$ cat src/logic/pdb_pkg.sv
`default_nettype none
// ***************************************************************
// Shared constants of the parallel display bus master.
// ***************************************************************
package pdb_pkg;

   // System clock period in nanoseconds (20 MHz).
   localparam int CLK_PERIOD_NS       = 50;

   // Strobe and panel reset timing minimums in nanoseconds.
   localparam int STORE_LOW_TIME_NS   = 50;
   localparam int STORE_HIGH_TIME_NS  = 50;
   localparam int STORE_CYCLE_TIME_NS = 100;
   localparam int FETCH_LOW_TIME_NS   = 150;
   localparam int FETCH_HIGH_TIME_NS  = 150;
   localparam int FETCH_CYCLE_TIME_NS = 300;
   localparam int DATA_SETUP_NS       = 25;
   localparam int INIT_PULSE_NS       = 10000;

   // Ceiling division to whole clock cycles, never below one.
   function automatic int ns_to_cyc(input int ns);
      int c;
      c = (ns + CLK_PERIOD_NS - 1) / CLK_PERIOD_NS;
      return (c < 1) ? 1 : c;
   endfunction

   // Cycle counts derived from the times above.
   localparam int STORE_LOW_CYC  = ns_to_cyc(STORE_LOW_TIME_NS);
   localparam int STORE_HIGH_CYC =
      (ns_to_cyc(STORE_CYCLE_TIME_NS) - STORE_LOW_CYC > ns_to_cyc(STORE_HIGH_TIME_NS)) ?
      ns_to_cyc(STORE_CYCLE_TIME_NS) - STORE_LOW_CYC : ns_to_cyc(STORE_HIGH_TIME_NS);
   localparam int SETUP_CYC      = ns_to_cyc(DATA_SETUP_NS);
   localparam int FETCH_LOW_CYC  = ns_to_cyc(FETCH_LOW_TIME_NS);
   localparam int FETCH_HIGH_CYC =
      (ns_to_cyc(FETCH_CYCLE_TIME_NS) - FETCH_LOW_CYC > ns_to_cyc(FETCH_HIGH_TIME_NS)) ?
      ns_to_cyc(FETCH_CYCLE_TIME_NS) - FETCH_LOW_CYC : ns_to_cyc(FETCH_HIGH_TIME_NS);
   localparam int INIT_PULSE_CYC = ns_to_cyc(INIT_PULSE_NS);

   // Bus operation codes: bit 1 is register select, bit 0 is read.
   typedef enum logic [1:0] {
      OP_STATUS_RD = 2'h1,
      OP_INDEX_WR  = 2'h0,
      OP_GRAPHICS_MEMORY_RD   = 2'h3,
      OP_DATA_WR   = 2'h2
   } op_e;

   // Width of the pixel bus.
   localparam int BUS_W = 16;

endpackage
`default_nettype wire

$ cat src/logic/pdb_timer_if.sv
`timescale 1ns/1ns
`default_nettype none
// ***************************************************************
// Phase timer handshake between the sequencer and its timer.
// ***************************************************************
interface pdb_timer_if;
   logic        load;   // Start a new phase.
   logic [15:0] count;  // Phase length in cycles.
   logic        done;   // Phase has run its length.
   modport seq (output load, output count, input done);
   modport tmr (input load, input count, output done);
endinterface
`default_nettype wire

$ cat src/logic/pdb_phase_timer.sv
`timescale 1ns/1ns
`default_nettype none
// ***************************************************************
// Down counter that times each bus phase.
// ***************************************************************
module pdb_phase_timer (
   // Clock and reset.
   input  wire logic i_clk,
   input  wire logic i_arst_n,
   // Sequencer side.
   pdb_timer_if.tmr  tif
);
   logic [15:0] cnt_r;  // Cycles left in the phase.

   // Done when the count has reached zero; it never looks at load, so no loop forms.
   assign tif.done = (cnt_r == 16'h0000);

   // Load subtracts one so that a load of N yields done N cycles later.
   always_ff @(posedge i_clk or negedge i_arst_n) begin
      if (!i_arst_n) begin
         cnt_r <= 16'h0000;
      end else if (tif.load) begin
         cnt_r <= tif.count - 16'h0001;
      end else if (cnt_r != 16'h0000) begin
         cnt_r <= cnt_r - 16'h0001;
      end
   end
endmodule // pdb_phase_timer
`default_nettype wire

$ cat src/logic/pdb_master.sv
`timescale 1ns/1ns
`default_nettype none
// ***************************************************************
// Parallel display bus master.
// ***************************************************************
// Function
// - Status read: select low, register low, read low.
// - Index write: select low, register low, write low.
// - Memory read: select low, register high, read low.
// - Data write: select low, register high, write low.
// - One sixteen bit two way pixel bus.
// - Register select low index, high data.
// - Pulse panel reset low, then high.
// - Write strobe low only while writing data.
// - Read strobe low only while reading data.
// - Write low 50, high 50, cycle 100 ns.
// - Read low 150, high 150, cycle 300 ns.
// - All panel timing generated inside here.
// - Provide high voltage converter enable output.
// - Converter enable high on, low off.
module pdb_master #(
   parameter int INIT_CYC = pdb_pkg::INIT_PULSE_CYC  // Panel reset low length.
) (
   // Clock and reset.
   input  wire logic                       i_clk,
   input  wire logic                       i_arst_n,
   // Request side from the graphics engine.
   input  wire logic                       i_req_valid,
   output logic                            o_req_ready,
   input  wire logic [1:0]                 i_req_op,
   input  wire logic [pdb_pkg::BUS_W-1:0]  i_req_data,
   output logic                            o_rsp_valid,
   output logic [pdb_pkg::BUS_W-1:0]       o_rsp_data,
   // Converter control.
   input  wire logic                       i_hv_enable,
   // Panel pins.
   output logic                            o_cs_n,
   output logic                            o_register_select,
   output logic                            o_rd_n,
   output logic                            o_wr_n,
   output logic                            o_panel_init_pulse_n,
   output logic                            o_hv_converter_on,
   input  wire logic [pdb_pkg::BUS_W-1:0]  i_pixel_bus,
   output logic [pdb_pkg::BUS_W-1:0]       o_pixel_bus,
   output logic                            o_pixel_bus_oe
);

   // ************************************************************
   // State encoding.
   // ************************************************************
   typedef enum logic [6:0] {
      ST_INIT   = 7'h01,  // Panel reset held low.
      ST_IDLE   = 7'h02,  // Waiting for a request.
      ST_SETUP  = 7'h04,  // Write data and select settle.
      ST_WLOW   = 7'h08,  // Write strobe low.
      ST_RLOW   = 7'h10,  // Read strobe low.
      ST_RECOV  = 7'h20,  // Strobe high recovery.
      ST_WAKE   = 7'h40   // Panel recovers after reset.
   } state_e;

   state_e                    state_r;      // Current state.
   state_e                    state_nxt;    // Next state.
   logic                      is_read_r;    // Operation in flight is a read.
   logic                      rs_r;         // Register select level.
   logic                      cs_n_r;       // Chip select level.
   logic                      rd_n_r;       // Read strobe level.
   logic                      wr_n_r;       // Write strobe level.
   logic                      init_n_r;     // Panel reset level.
   logic                      hv_r;         // Converter enable level.
   logic                      oe_r;         // Bus drive enable.
   logic [pdb_pkg::BUS_W-1:0] wdata_r;      // Word to drive.
   logic [pdb_pkg::BUS_W-1:0] rdata_r;      // Captured read word.
   logic                      rsp_r;        // Read answer pulse.
   logic [pdb_pkg::BUS_W-1:0] bus_s1_r;     // Pixel bus first stage.
   logic [pdb_pkg::BUS_W-1:0] bus_s2_r;     // Pixel bus second stage.
   logic                      take;         // Request accepted this cycle.
   logic                      req_rd;       // Requested op reads.
   logic                      req_rs;       // Requested register select.
   logic                      rd_cap;       // Capture point for read data.
   logic                      rd_end_r;     // Read strobe ended last cycle.
   logic                      boot_r;       // First cycle after reset.

   pdb_timer_if tif ();

   // ************************************************************
   // Phase timer.
   // ************************************************************
   pdb_phase_timer u_timer (
      .i_clk    (i_clk),
      .i_arst_n (i_arst_n),
      .tif      (tif)
   );

   // Decode the operation code into select and direction.
   assign req_rd      = i_req_op[0];
   assign req_rs      = i_req_op[1];
   assign o_req_ready = (state_r == ST_IDLE) && tif.done;
   assign take        = o_req_ready && i_req_valid;
   // Capture one cycle after the strobe ends, so the synchroniser hands over the pin
   // as sampled mid-strobe and a slow panel still has time to answer.
   assign rd_cap      = rd_end_r;

   // Next-state selection; timer loads when a phase begins.
   always_comb begin
      state_nxt = state_r;
      tif.load  = 1'b0;
      tif.count = 16'h0001;
      unique case (state_r)
         ST_INIT: begin
            if (boot_r) begin
               // First cycle after reset: time the panel reset pulse.
               tif.load  = 1'b1;
               tif.count = 16'(INIT_CYC);
            end else if (tif.done) begin
               state_nxt = ST_WAKE;
               tif.load  = 1'b1;
               tif.count = 16'(INIT_CYC);
            end
         end
         ST_WAKE: begin
            if (tif.done) begin
               state_nxt = ST_IDLE;
            end
         end
         ST_IDLE: begin
            if (take) begin
               state_nxt = req_rd ? ST_RLOW : ST_SETUP;
               tif.load  = 1'b1;
               // Read: no setup phase, strobe goes low with the select; write first waits SETUP_CYC.
               tif.count = req_rd ? 16'(pdb_pkg::FETCH_LOW_CYC)
                                  : 16'(pdb_pkg::SETUP_CYC);
            end
         end
         ST_SETUP: begin
            if (tif.done) begin
               state_nxt = ST_WLOW;
               tif.load  = 1'b1;
               tif.count = 16'(pdb_pkg::STORE_LOW_CYC);
            end
         end
         ST_WLOW: begin
            if (tif.done) begin
               state_nxt = ST_RECOV;
               tif.load  = 1'b1;
               tif.count = 16'(pdb_pkg::STORE_HIGH_CYC);
            end
         end
         ST_RLOW: begin
            if (tif.done) begin
               state_nxt = ST_RECOV;
               tif.load  = 1'b1;
               tif.count = 16'(pdb_pkg::FETCH_HIGH_CYC);
            end
         end
         ST_RECOV: begin
            if (tif.done) begin
               state_nxt = ST_IDLE;
            end
         end
      endcase
   end

   // State register; boot_r marks the first cycle so the init phase loads the timer.
   always_ff @(posedge i_clk or negedge i_arst_n) begin
      if (!i_arst_n) begin
         state_r <= ST_INIT;
         boot_r  <= 1'b1;
      end else begin
         state_r <= state_nxt;
         boot_r  <= 1'b0;
      end
   end

   // Panel pins, all from flip-flops; timing made here without outside help.
   always_ff @(posedge i_clk or negedge i_arst_n) begin
      if (!i_arst_n) begin
         cs_n_r    <= 1'b1;
         rs_r      <= 1'b0;
         rd_n_r    <= 1'b1;
         wr_n_r    <= 1'b1;
         oe_r      <= 1'b0;
         is_read_r <= 1'b0;
         wdata_r   <= 16'h0000;
      end else if (take) begin
         cs_n_r    <= 1'b0;
         rs_r      <= req_rs;
         is_read_r <= req_rd;
         rd_n_r    <= !req_rd;
         oe_r      <= !req_rd;
         wdata_r   <= i_req_data;
      end else if (state_r == ST_SETUP && tif.done) begin
         wr_n_r    <= 1'b0;
      end else if ((state_r == ST_WLOW || state_r == ST_RLOW) && tif.done) begin
         wr_n_r    <= 1'b1;
         rd_n_r    <= 1'b1;
      end else if (state_r == ST_RECOV && tif.done) begin
         cs_n_r    <= 1'b1;
         oe_r      <= 1'b0;
      end
   end

   // Panel reset pulse: low through the init phase, then high.
   always_ff @(posedge i_clk or negedge i_arst_n) begin
      if (!i_arst_n) begin
         init_n_r <= 1'b0;
      end else if (state_r == ST_INIT && tif.done && !boot_r) begin
         init_n_r <= 1'b1;
      end
   end

   // Converter enable follows the engine's request; high means on.
   always_ff @(posedge i_clk or negedge i_arst_n) begin
      if (!i_arst_n) begin
         hv_r <= 1'b0;
      end else begin
         hv_r <= i_hv_enable;
      end
   end

   // Pixel bus input synchroniser; the panel drives it only during read strobe.
   always_ff @(posedge i_clk or negedge i_arst_n) begin
      if (!i_arst_n) begin
         bus_s1_r <= 16'h0000;
         bus_s2_r <= 16'h0000;
      end else begin
         bus_s1_r <= i_pixel_bus;
         bus_s2_r <= bus_s1_r;
      end
   end

   // Read word captured one cycle after the strobe-low phase ends.
   always_ff @(posedge i_clk or negedge i_arst_n) begin
      if (!i_arst_n) begin
         rdata_r  <= 16'h0000;
         rsp_r    <= 1'b0;
         rd_end_r <= 1'b0;
      end else begin
         rd_end_r <= (state_r == ST_RLOW) && tif.done;
         rsp_r    <= rd_cap;
         if (rd_cap) begin
            rdata_r <= bus_s2_r;
         end
      end
   end

   // Output connections.
   assign o_cs_n               = cs_n_r;
   assign o_register_select    = rs_r;
   assign o_rd_n               = rd_n_r;
   assign o_wr_n               = wr_n_r;
   assign o_panel_init_pulse_n = init_n_r;
   assign o_hv_converter_on    = hv_r;
   assign o_pixel_bus          = wdata_r;
   assign o_pixel_bus_oe       = oe_r && !is_read_r;
   assign o_rsp_valid          = rsp_r;
   assign o_rsp_data           = rdata_r;

endmodule // pdb_master
`default_nettype wire

$ cat config.mk
export PLATFORM = sky130hd
export DESIGN_NAME = pdb_master
export DESIGN_NICKNAME = d
export VERILOG_FILES = /design/src/logic/pdb_pkg.sv /design/src/logic/pdb_timer_if.sv /design/src/logic/pdb_phase_timer.sv /design/src/logic/pdb_master.sv
export SDC_FILE = /design/constraint.sdc
export NUM_CORES = 1
export LEC_CHECK = 0
export BUFFER_PORTS_ARGS = -buffer_cell sky130_fd_sc_hd__buf_2
export CORE_MARGIN = 2
export CORE_UTILIZATION = 51
export CTS_BUF_LIST = sky130_fd_sc_hd__clkbuf_4
export DETAILED_ROUTE_END_ITERATION = 12
export PLACE_DENSITY = 0.78
export SLEW_MARGIN = 20
export SYNTH_ARGS = -nofsm -noshare
export SYNTH_HDL_FRONTEND = slang
export SYNTH_SLANG_ARGS = --single-unit
$ cat constraint.sdc
create_clock -name i_clk -period 3.4 [get_ports i_clk]
set_clock_uncertainty 0.2 [all_clocks]
set_input_delay 0.17 -clock i_clk [delete_from_list [all_inputs] [get_ports i_clk]]
set_output_delay 0.17 -clock i_clk [all_outputs]
set_load 0.01 [all_outputs]
==> metrics.md, run 1 <==
| Metric | Value |
|---|---|
| Number of enable flip-flop cells after synthesis | 0 |
| Slew Viols, Final | 0 |
| Register area | ~2500 sq um |
| Measured slew at the worst slew-check pin | approximately 0.78 ns |
| Setup Crit Path Kind | flop to flop |
| Sink Count | between 90 and 100 |
| Area growth, synth to finish | 30.0% |
| Ys async rst share | 100% |
| Period utilization | 95.1% |
| CP delay by family, top | simple AND/OR/NAND/NOR gates |
| Nets | 492 |
| Cell at the slowest stage of the critical path | dfrtp_1 |
| Starting Density | 52.2% |
| Outcome | finished clean |
| Reg2Reg Setup Slack | about 0.17 ns |
| Synth Warn # | 0 |
| Die Ht | about 90 um |
| Unrepaired setup endpoints after global routing | no |
| Area of the multi-input gates | 1270 sq um |
| Gr ovfl total | 0 |
| Worst slack at placement | 0.136 ns |
| Max incr delay on CP | 0.51 ns |
| Synthesized area | 3770 sq um |
| Die ar. | 8090 sq um |
| Seq/Total Area, Yosys | 65.3% |
| Drt first pass iters | 5 |
| #FFs+latches synth | 98 |
| Cell Chain, Critical Path | xnor2_1 > or3b_1 > a211o_1 > and2_1 > a21oi_2 > ha_1 > nand3b_1 > or3_4 > a2111oi_4 > xnor2_1 > nor2_1 |
| # setup viols final | 0 |
| Vias in the first global route | 2,837 |
| Final Hold Fails | 0 |
| Worst skew pair latency | around 0.46 ns |
| Post-Layout Cell Count | 557 |
| Core Box Area | 7210 sq um |
| Worst hold path type | primary input to asynchronous set/reset pin |
| Clock buffer depth | 2 |
| Worst-path clk slew | about 0.19 ns |
| Final Worst Setup Slack | 0.166 ns |
| First-pass GRT wire length | around 13 mm |
| Power, Total | about 1900 uW |
| FP Rows | 31 |
| CTS tree | done |
| I/O pin cnt | 79 |
| Cells after DPL | between 500 and 600 |
| Leakage Power | approximately 0.0026 uW |
| CP most frequent cell | xnor2_1 |
| Total number of vias | about 2,800 |
| Die span in x | between 80 and 90 um |
| H-tree levels | 3 |
| Routability cong. | 0.865 |
| Worst Path Buf+Inv | 0 |
| Antenna fix cells | 0 |
| Tot GR Track Use | 20.3% |
| Root buffer cell | clkbuf_4 |
| Routed WL | 7.76 mm |
| Detailed router's first-iteration violation count | 186 |
| Syn nets | approximately 360 |
| Setup TNS | 0 ns |
| Pwr dens | between 300 and 400 nW/um^2 |
| Maximum vdd drop | ~0.16 mV |
| Setup crit end kind | flop |
| Via-per-instance ratio | around 5.1 |
| Port Buffer Count | 78 |
| Final antenna-violating net count | 0 |
| Unique masters post-synth | 44 |
| Min Tclk post-route | between 3 and 4 ns |
| Largest net degree at the start of global routing | 63 |
| Crit path arrival time | around 3.4 ns |
| Max_cap viols | 0 |
| Layout cells sized above 1 | between 30 and 40% |
| Number of fillers in the final layout | 561 |
| Worst-path fanout max | 7 |
| Syn_area_per_cell | between 10 and 15 sq um |
| CP Launch Type | flop |
| Residual DRC | 0 |
| Critical Path Source | state_r[4] |
| R2R Path Start | state_r[4] |
| FMAX | about 0.3 GHz |
| Top FF cell, synth | dfrtp_1 |
| Worst path required time | 3.53 ns |
| Hold slack | roughly 0.096 ns |
| Slew headroom | 47.9% |
| DP HPWL | slightly below 5 mm |
| Initial antenna violation count | 0 |
| Num CTS Buffers | 9 |
| WL per Instance | between 10 and 15 um |
| Post-Syn Instances | 324 |
-- metrics by stage --
stage                     util, %  cell area, sq um
after floorplan                 -              3770
after global placement       60.2              4340
after detailed placement     60.2              4340
after CTS                    67.4              4860
after global routing         67.9              4900
final                        67.9              4900
-- kinds of logic (layout without fill, tap and decap cells) --
kind of cell / after synthesis / in the layout / synth area share [%]
adder cells (fa/ha/maj): 1 / 1 / 0.332
AO/OA/AOI/OAI: 40 / 40 / 7.11
multiplexers: 19 / 19 / 5.65
AND/OR/NAND/NOR: 140 / 140 / 17.9
other: 1 / 1 / 0.0995
flip-flops: 98 / 98 / 65.3
XOR/XNOR: 8 / 8 / 1.86
buffers and inverters: 17 / 151 / 1.76
-- registers in the layout, indices dropped and copies added (netlist names), 7 cells and up --
register,flops
o_rsp_data,16
bus_s2_r,16
bus_s1_r,16
o_pixel_bus,16
u_timer.cnt_r,16
state_r,7
-- layout make-up --
| type | count | area share, % |
|---|---|---|
| clock buffer | 9 | 1.38 |
| sequential | 98 | 50.2 |
| tap | 99 | 2.53 |
| clock inverter | 7 | 1.66 |
| timing repair buffer | 130 | 17.9 |
| multi-input combinational | 209 | 26.0 |
| inverter | 5 | 0.383 |
-- cell usage in the layout, fill, tap and decap left out, types with 2 or more instances in the layout --
cell,Yosys,layout
and3_1,6,6
o21ai_0,12,12
nor2b_1,3,3
a21o_1,2,2
a22o_1,2,2
inv_1,5,5
dfrtp_1,93,92
nand4b_1,2,2
buf_2,2,77
xnor2_1,4,4
o21ai_1,2,2
clkbuf_4,0,9
nor3b_1,2,2
nor3_1,10,9
mux2_2,18,18
nor2_1,21,21
nand4_1,5,5
nand3b_1,4,4
a21oi_1,11,10
clkinv_8,0,2
clkinv_4,0,3
nor4_4,1,2
dlygate4sd3_1,0,37
o31ai_1,2,2
buf_4,0,16
xor2_1,4,4
nor4_1,3,2
nand2_1,69,69
and2_1,2,2
nand3_1,6,6
inv_8,0,2
dfstp_2,5,5
-- what timing repair did --
action                                  CTS  global route
hold buffers                             37             0
gates resized for setup                   0             6
setup buffers                             0             1
endpoints found under the hold margin   100             0
endpoints found under the setup margin    0             2
-- per-layer routing --
layer	vias to the layer above	global-route usage, %	wire length [um]
li1	1364	-	-
met1	1378	26.3	3450
met2	84	33.6	3770
met3	18	4.02	334
met4	0	8.85	204
met5	-	0	0
-- power breakdown --
group	internal, uW	total (uW)	switching (uW)
logic	45.2	80.1	34.9
clock network	177	613	436
registers	1190	1190	5.41
total	1410	1890	476
-- path summary, 6_finish.rpt --
check                                    endpoint  cells past startpoint
worst max-delay path            u_timer.cnt_r[14]                     11
worst min-delay path                 bus_s2_r[12]                      2
worst max register to register  u_timer.cnt_r[14]                     11
worst min register to register       bus_s2_r[14]                      0
max in group asynchronous              state_r[0]                      3
min in group i_clk              o_hv_converter_on                      2
-- synth_stat cells (all sizes together) (6+ instances only) --
| master | number | area share [%] |
|---|---|---|
| nor3 | 10 | 1.3 |
| clkbuf | 10 | 1.0 |
| nand3 | 6 | 0.80 |
| dfrtp | 93 | 62 |
| a21oi | 11 | 1.5 |
| mux2 | 18 | 5.4 |
| nor2 | 21 | 2.1 |
| nand2 | 69 | 6.9 |
| o21ai | 14 | 1.9 |
| and3 | 6 | 1.0 |
Note: power is estimated with default switching activity, not from simulation.
==> run 2, diff against run 1 <==
--- a/config.mk
+++ b/config.mk
@@ -6,11 +6,13 @@
 export NUM_CORES = 1
 export LEC_CHECK = 0
 export BUFFER_PORTS_ARGS = -buffer_cell sky130_fd_sc_hd__buf_2
+export CAP_MARGIN = 30
 export CORE_MARGIN = 2
 export CORE_UTILIZATION = 51
 export CTS_BUF_LIST = sky130_fd_sc_hd__clkbuf_4
 export DETAILED_ROUTE_END_ITERATION = 12
-export PLACE_DENSITY = 0.78
+export GPL_TIMING_DRIVEN = 0
+export PLACE_DENSITY = 0.83
 export SLEW_MARGIN = 20
 export SYNTH_ARGS = -nofsm -noshare
 export SYNTH_HDL_FRONTEND = slang
==> metrics.md, run 2 (synthesis results as in run 1) <==
| Metric | Value |
|---|---|
| Outcome | finished clean |
| Area growth, synth to finish | 33.3% |
| Register area | 2460 sq um |
| Routed WL | 8.45 mm |
| Routability cong. | 0.895 |
| Antenna fix cells | 0 |
| # setup viols final | 0 |
| H-tree levels | 3 |
| Period utilization | about 99% |
| Pwr dens | 380 nW/um^2 |
| FMAX | around 0.30 GHz |
| Number of fillers in the final layout | 509 |
| Hold slack | ~0.080 ns |
| Port Buffer Count | 78 |
| Worst hold path type | primary input to asynchronous set/reset pin |
| Gr ovfl total | 0 |
| Most frequent cells in the layout | 89 x dfrtp_1, 77 x buf_2, 69 x nand2_1, 37 x dlygate4sd3_1, 21 x nor2_1 |
| Psw | 424 uW |
| Setup Crit Path Kind | flop to flop |
| Slew headroom | 56.6% |
| Max_cap viols | 0 |
| CTS tree | done |
| Nets | 500 |
| Setup crit end kind | flop |
| Clock buffer depth | 2 |
| Via-per-instance ratio | roughly 5.2 |
| Root buffer cell | clkbuf_4 |
| Sink Count | 98 |
| Final antenna-violating net count | 0 |
| Final Worst Setup Slack | 0.0509 ns |
| Clk pwr share | 32.8% |
| I/O pin cnt | 79 |
| Total number of vias | slightly below 3,000 |
| Starting Density | 52.2% |
| Vias in the first global route | ~3,000 |
| DP HPWL | 5.21 mm |
| Area of the multi-input gates | 1340 sq um |
| Largest net degree at the start of global routing | 67 |
| Comb power frac | between 4 and 5% |
| DR top layer | met4 |
| WL per Instance | around 15 um |
| First-pass GRT wire length | roughly 14 mm |
| Residual DRC | 0 |
| Worst skew pair latency | between 0.4 and 0.5 ns |
| Leakage Power | 0.00259 uW |
| Worst-path fanout max | 6 |
| Worst-path clk slew | 0.15 ns |
| Sequential share of power | between 60% and 70% |
| Sw frac | 22.2% |
| Min Tclk post-route | ~3.3 ns |
| Crit path arrival time | 3.49 ns |
| Num CTS Buffers | 9 |
| Cell Int Power | 1480 uW |
| Maximum vdd drop | 0.170 mV |
| CP Launch Type | flop |
| Slew Viols, Final | 0 |
| Die ar. | 8090 sq um |
| Most common cell after layout, fill and taps aside | dfrtp_1 |
| Drt first pass iters | 4 |
| Tot GR Track Use | between 20% and 30% |
| Die span in x | between 80 and 90 um |
| Worst slack at placement | -0.404 ns |
| WL met1 | 3.55 mm |
| Metal3 WL | a little over 400 um |
| Initial antenna violation count | 0 |
| Die Ht | 89.9 um |
| Measured slew at the worst slew-check pin | 0.644 ns |
| Detailed router's first-iteration violation count | around 190 |
| Metal2 WL | ~4.3 mm |
| Layout cells sized above 1 | between 30% and 40% |
| Worst path required time | 3.54 ns |
| Core Box Area | slightly above 7000 sq um |
| FP Rows | 31 |
| Final Hold Fails | 0 |
## run 2: cell types whose count changed in the layout (fill, tap and decap cells not counted), sizes merged
cell    change
clkbuf     +12
clkinv      -3
buf         -2
bufinv      +1
## run 2: cell type report
| cell class | count | share of cell area, % |
|---|---|---|
| inverter | 5 | 0.374 |
| tap | 99 | 2.47 |
| multi-input combinational | 209 | 26.6 |
| sequential | 98 | 49.0 |
| clock inverter | 5 | 1.22 |
| buffer | 11 | 0.971 |
| clock buffer | 11 | 1.64 |
| timing repair buffer | 127 | 17.7 |
## run 2: power groups by stage
stage / registers [uW] / clock network (uW) / logic (uW)
after floorplan: 1210 / 0 / 0.842
after global placement: 1210 / 0 / 44.9
after detailed placement: 1220 / 0 / 50.4
after CTS: 1190 / 643 / 87.5
after global routing: 1200 / 700 / 98.3
final: 1190 / 626 / 88.8
## run 2: what timing repair did
item | CTS | global route
setup buffers | 5 | 5
setup endpoints to repair | 2 | 1
gates resized for setup | 11 | 13
hold buffers | 38 | 0
hold endpoints to repair | 137 | 0
pin swaps | 4 | 6
## run 2: through the flow
stage / instances / instance area [sq um] / power (uW) / setup TNS [ns] / utilization, %
finish: 565 / 5020 / 1910 / 0 / 69.6
global route: 565 / 5020 / 1990 / -0.00587 / 69.6
CTS: 561 / 4940 / 1920 / 0 / 68.5
detailed placement: 502 / 4320 / 1270 / -0.609 / 59.8
global placement: 501 / 4280 / 1260 / -0.567 / 59.3
floorplan: 324 / 3770 / 1210 / 0 / -
## run 2: critical path, cell delays in order, from the launching register on
cell and delay (ns):
dfrtp_2 0.50, nor3_4 0.21, or3b_4 0.41, a211o_4 0.35, and2_4 0.17, a21oi_2 0.13
ha_2 0.20, nand3b_1 0.11, or3_4 0.43, buf_4 0.14, a21oi_1 0.13, nor2_1 0.06
a211oi_1 0.20
## run 2: worst paths after layout
kind / from / endpoint / slack, ns / cells after the start
worst max-delay path: state_r[6] / u_timer.cnt_r[10] / 0.05 / 12
worst min-delay path: i_arst_n / state_r[0] / 0.08 / 2
worst max register to register: state_r[6] / u_timer.cnt_r[10] / 0.05 / 12
worst min register to register: bus_s1_r[3] / bus_s2_r[3] / 0.16 / 0
max in group asynchronous: i_arst_n / o_rd_n / 2.54 / 3
min in group i_clk: i_pixel_bus[2] / bus_s1_r[2] / 0.16 / 2
## run 2: per-layer routing
| metal | track usage (%) | vias to the layer above |
|---|---|---|
| met5 | 0 | - |
| met4 | 10.8 | 0 |
| met3 | 4.95 | 17 |
| met2 | 36.9 | 107 |
| met1 | 28.2 | 1427 |
| li1 | - | 1389 |
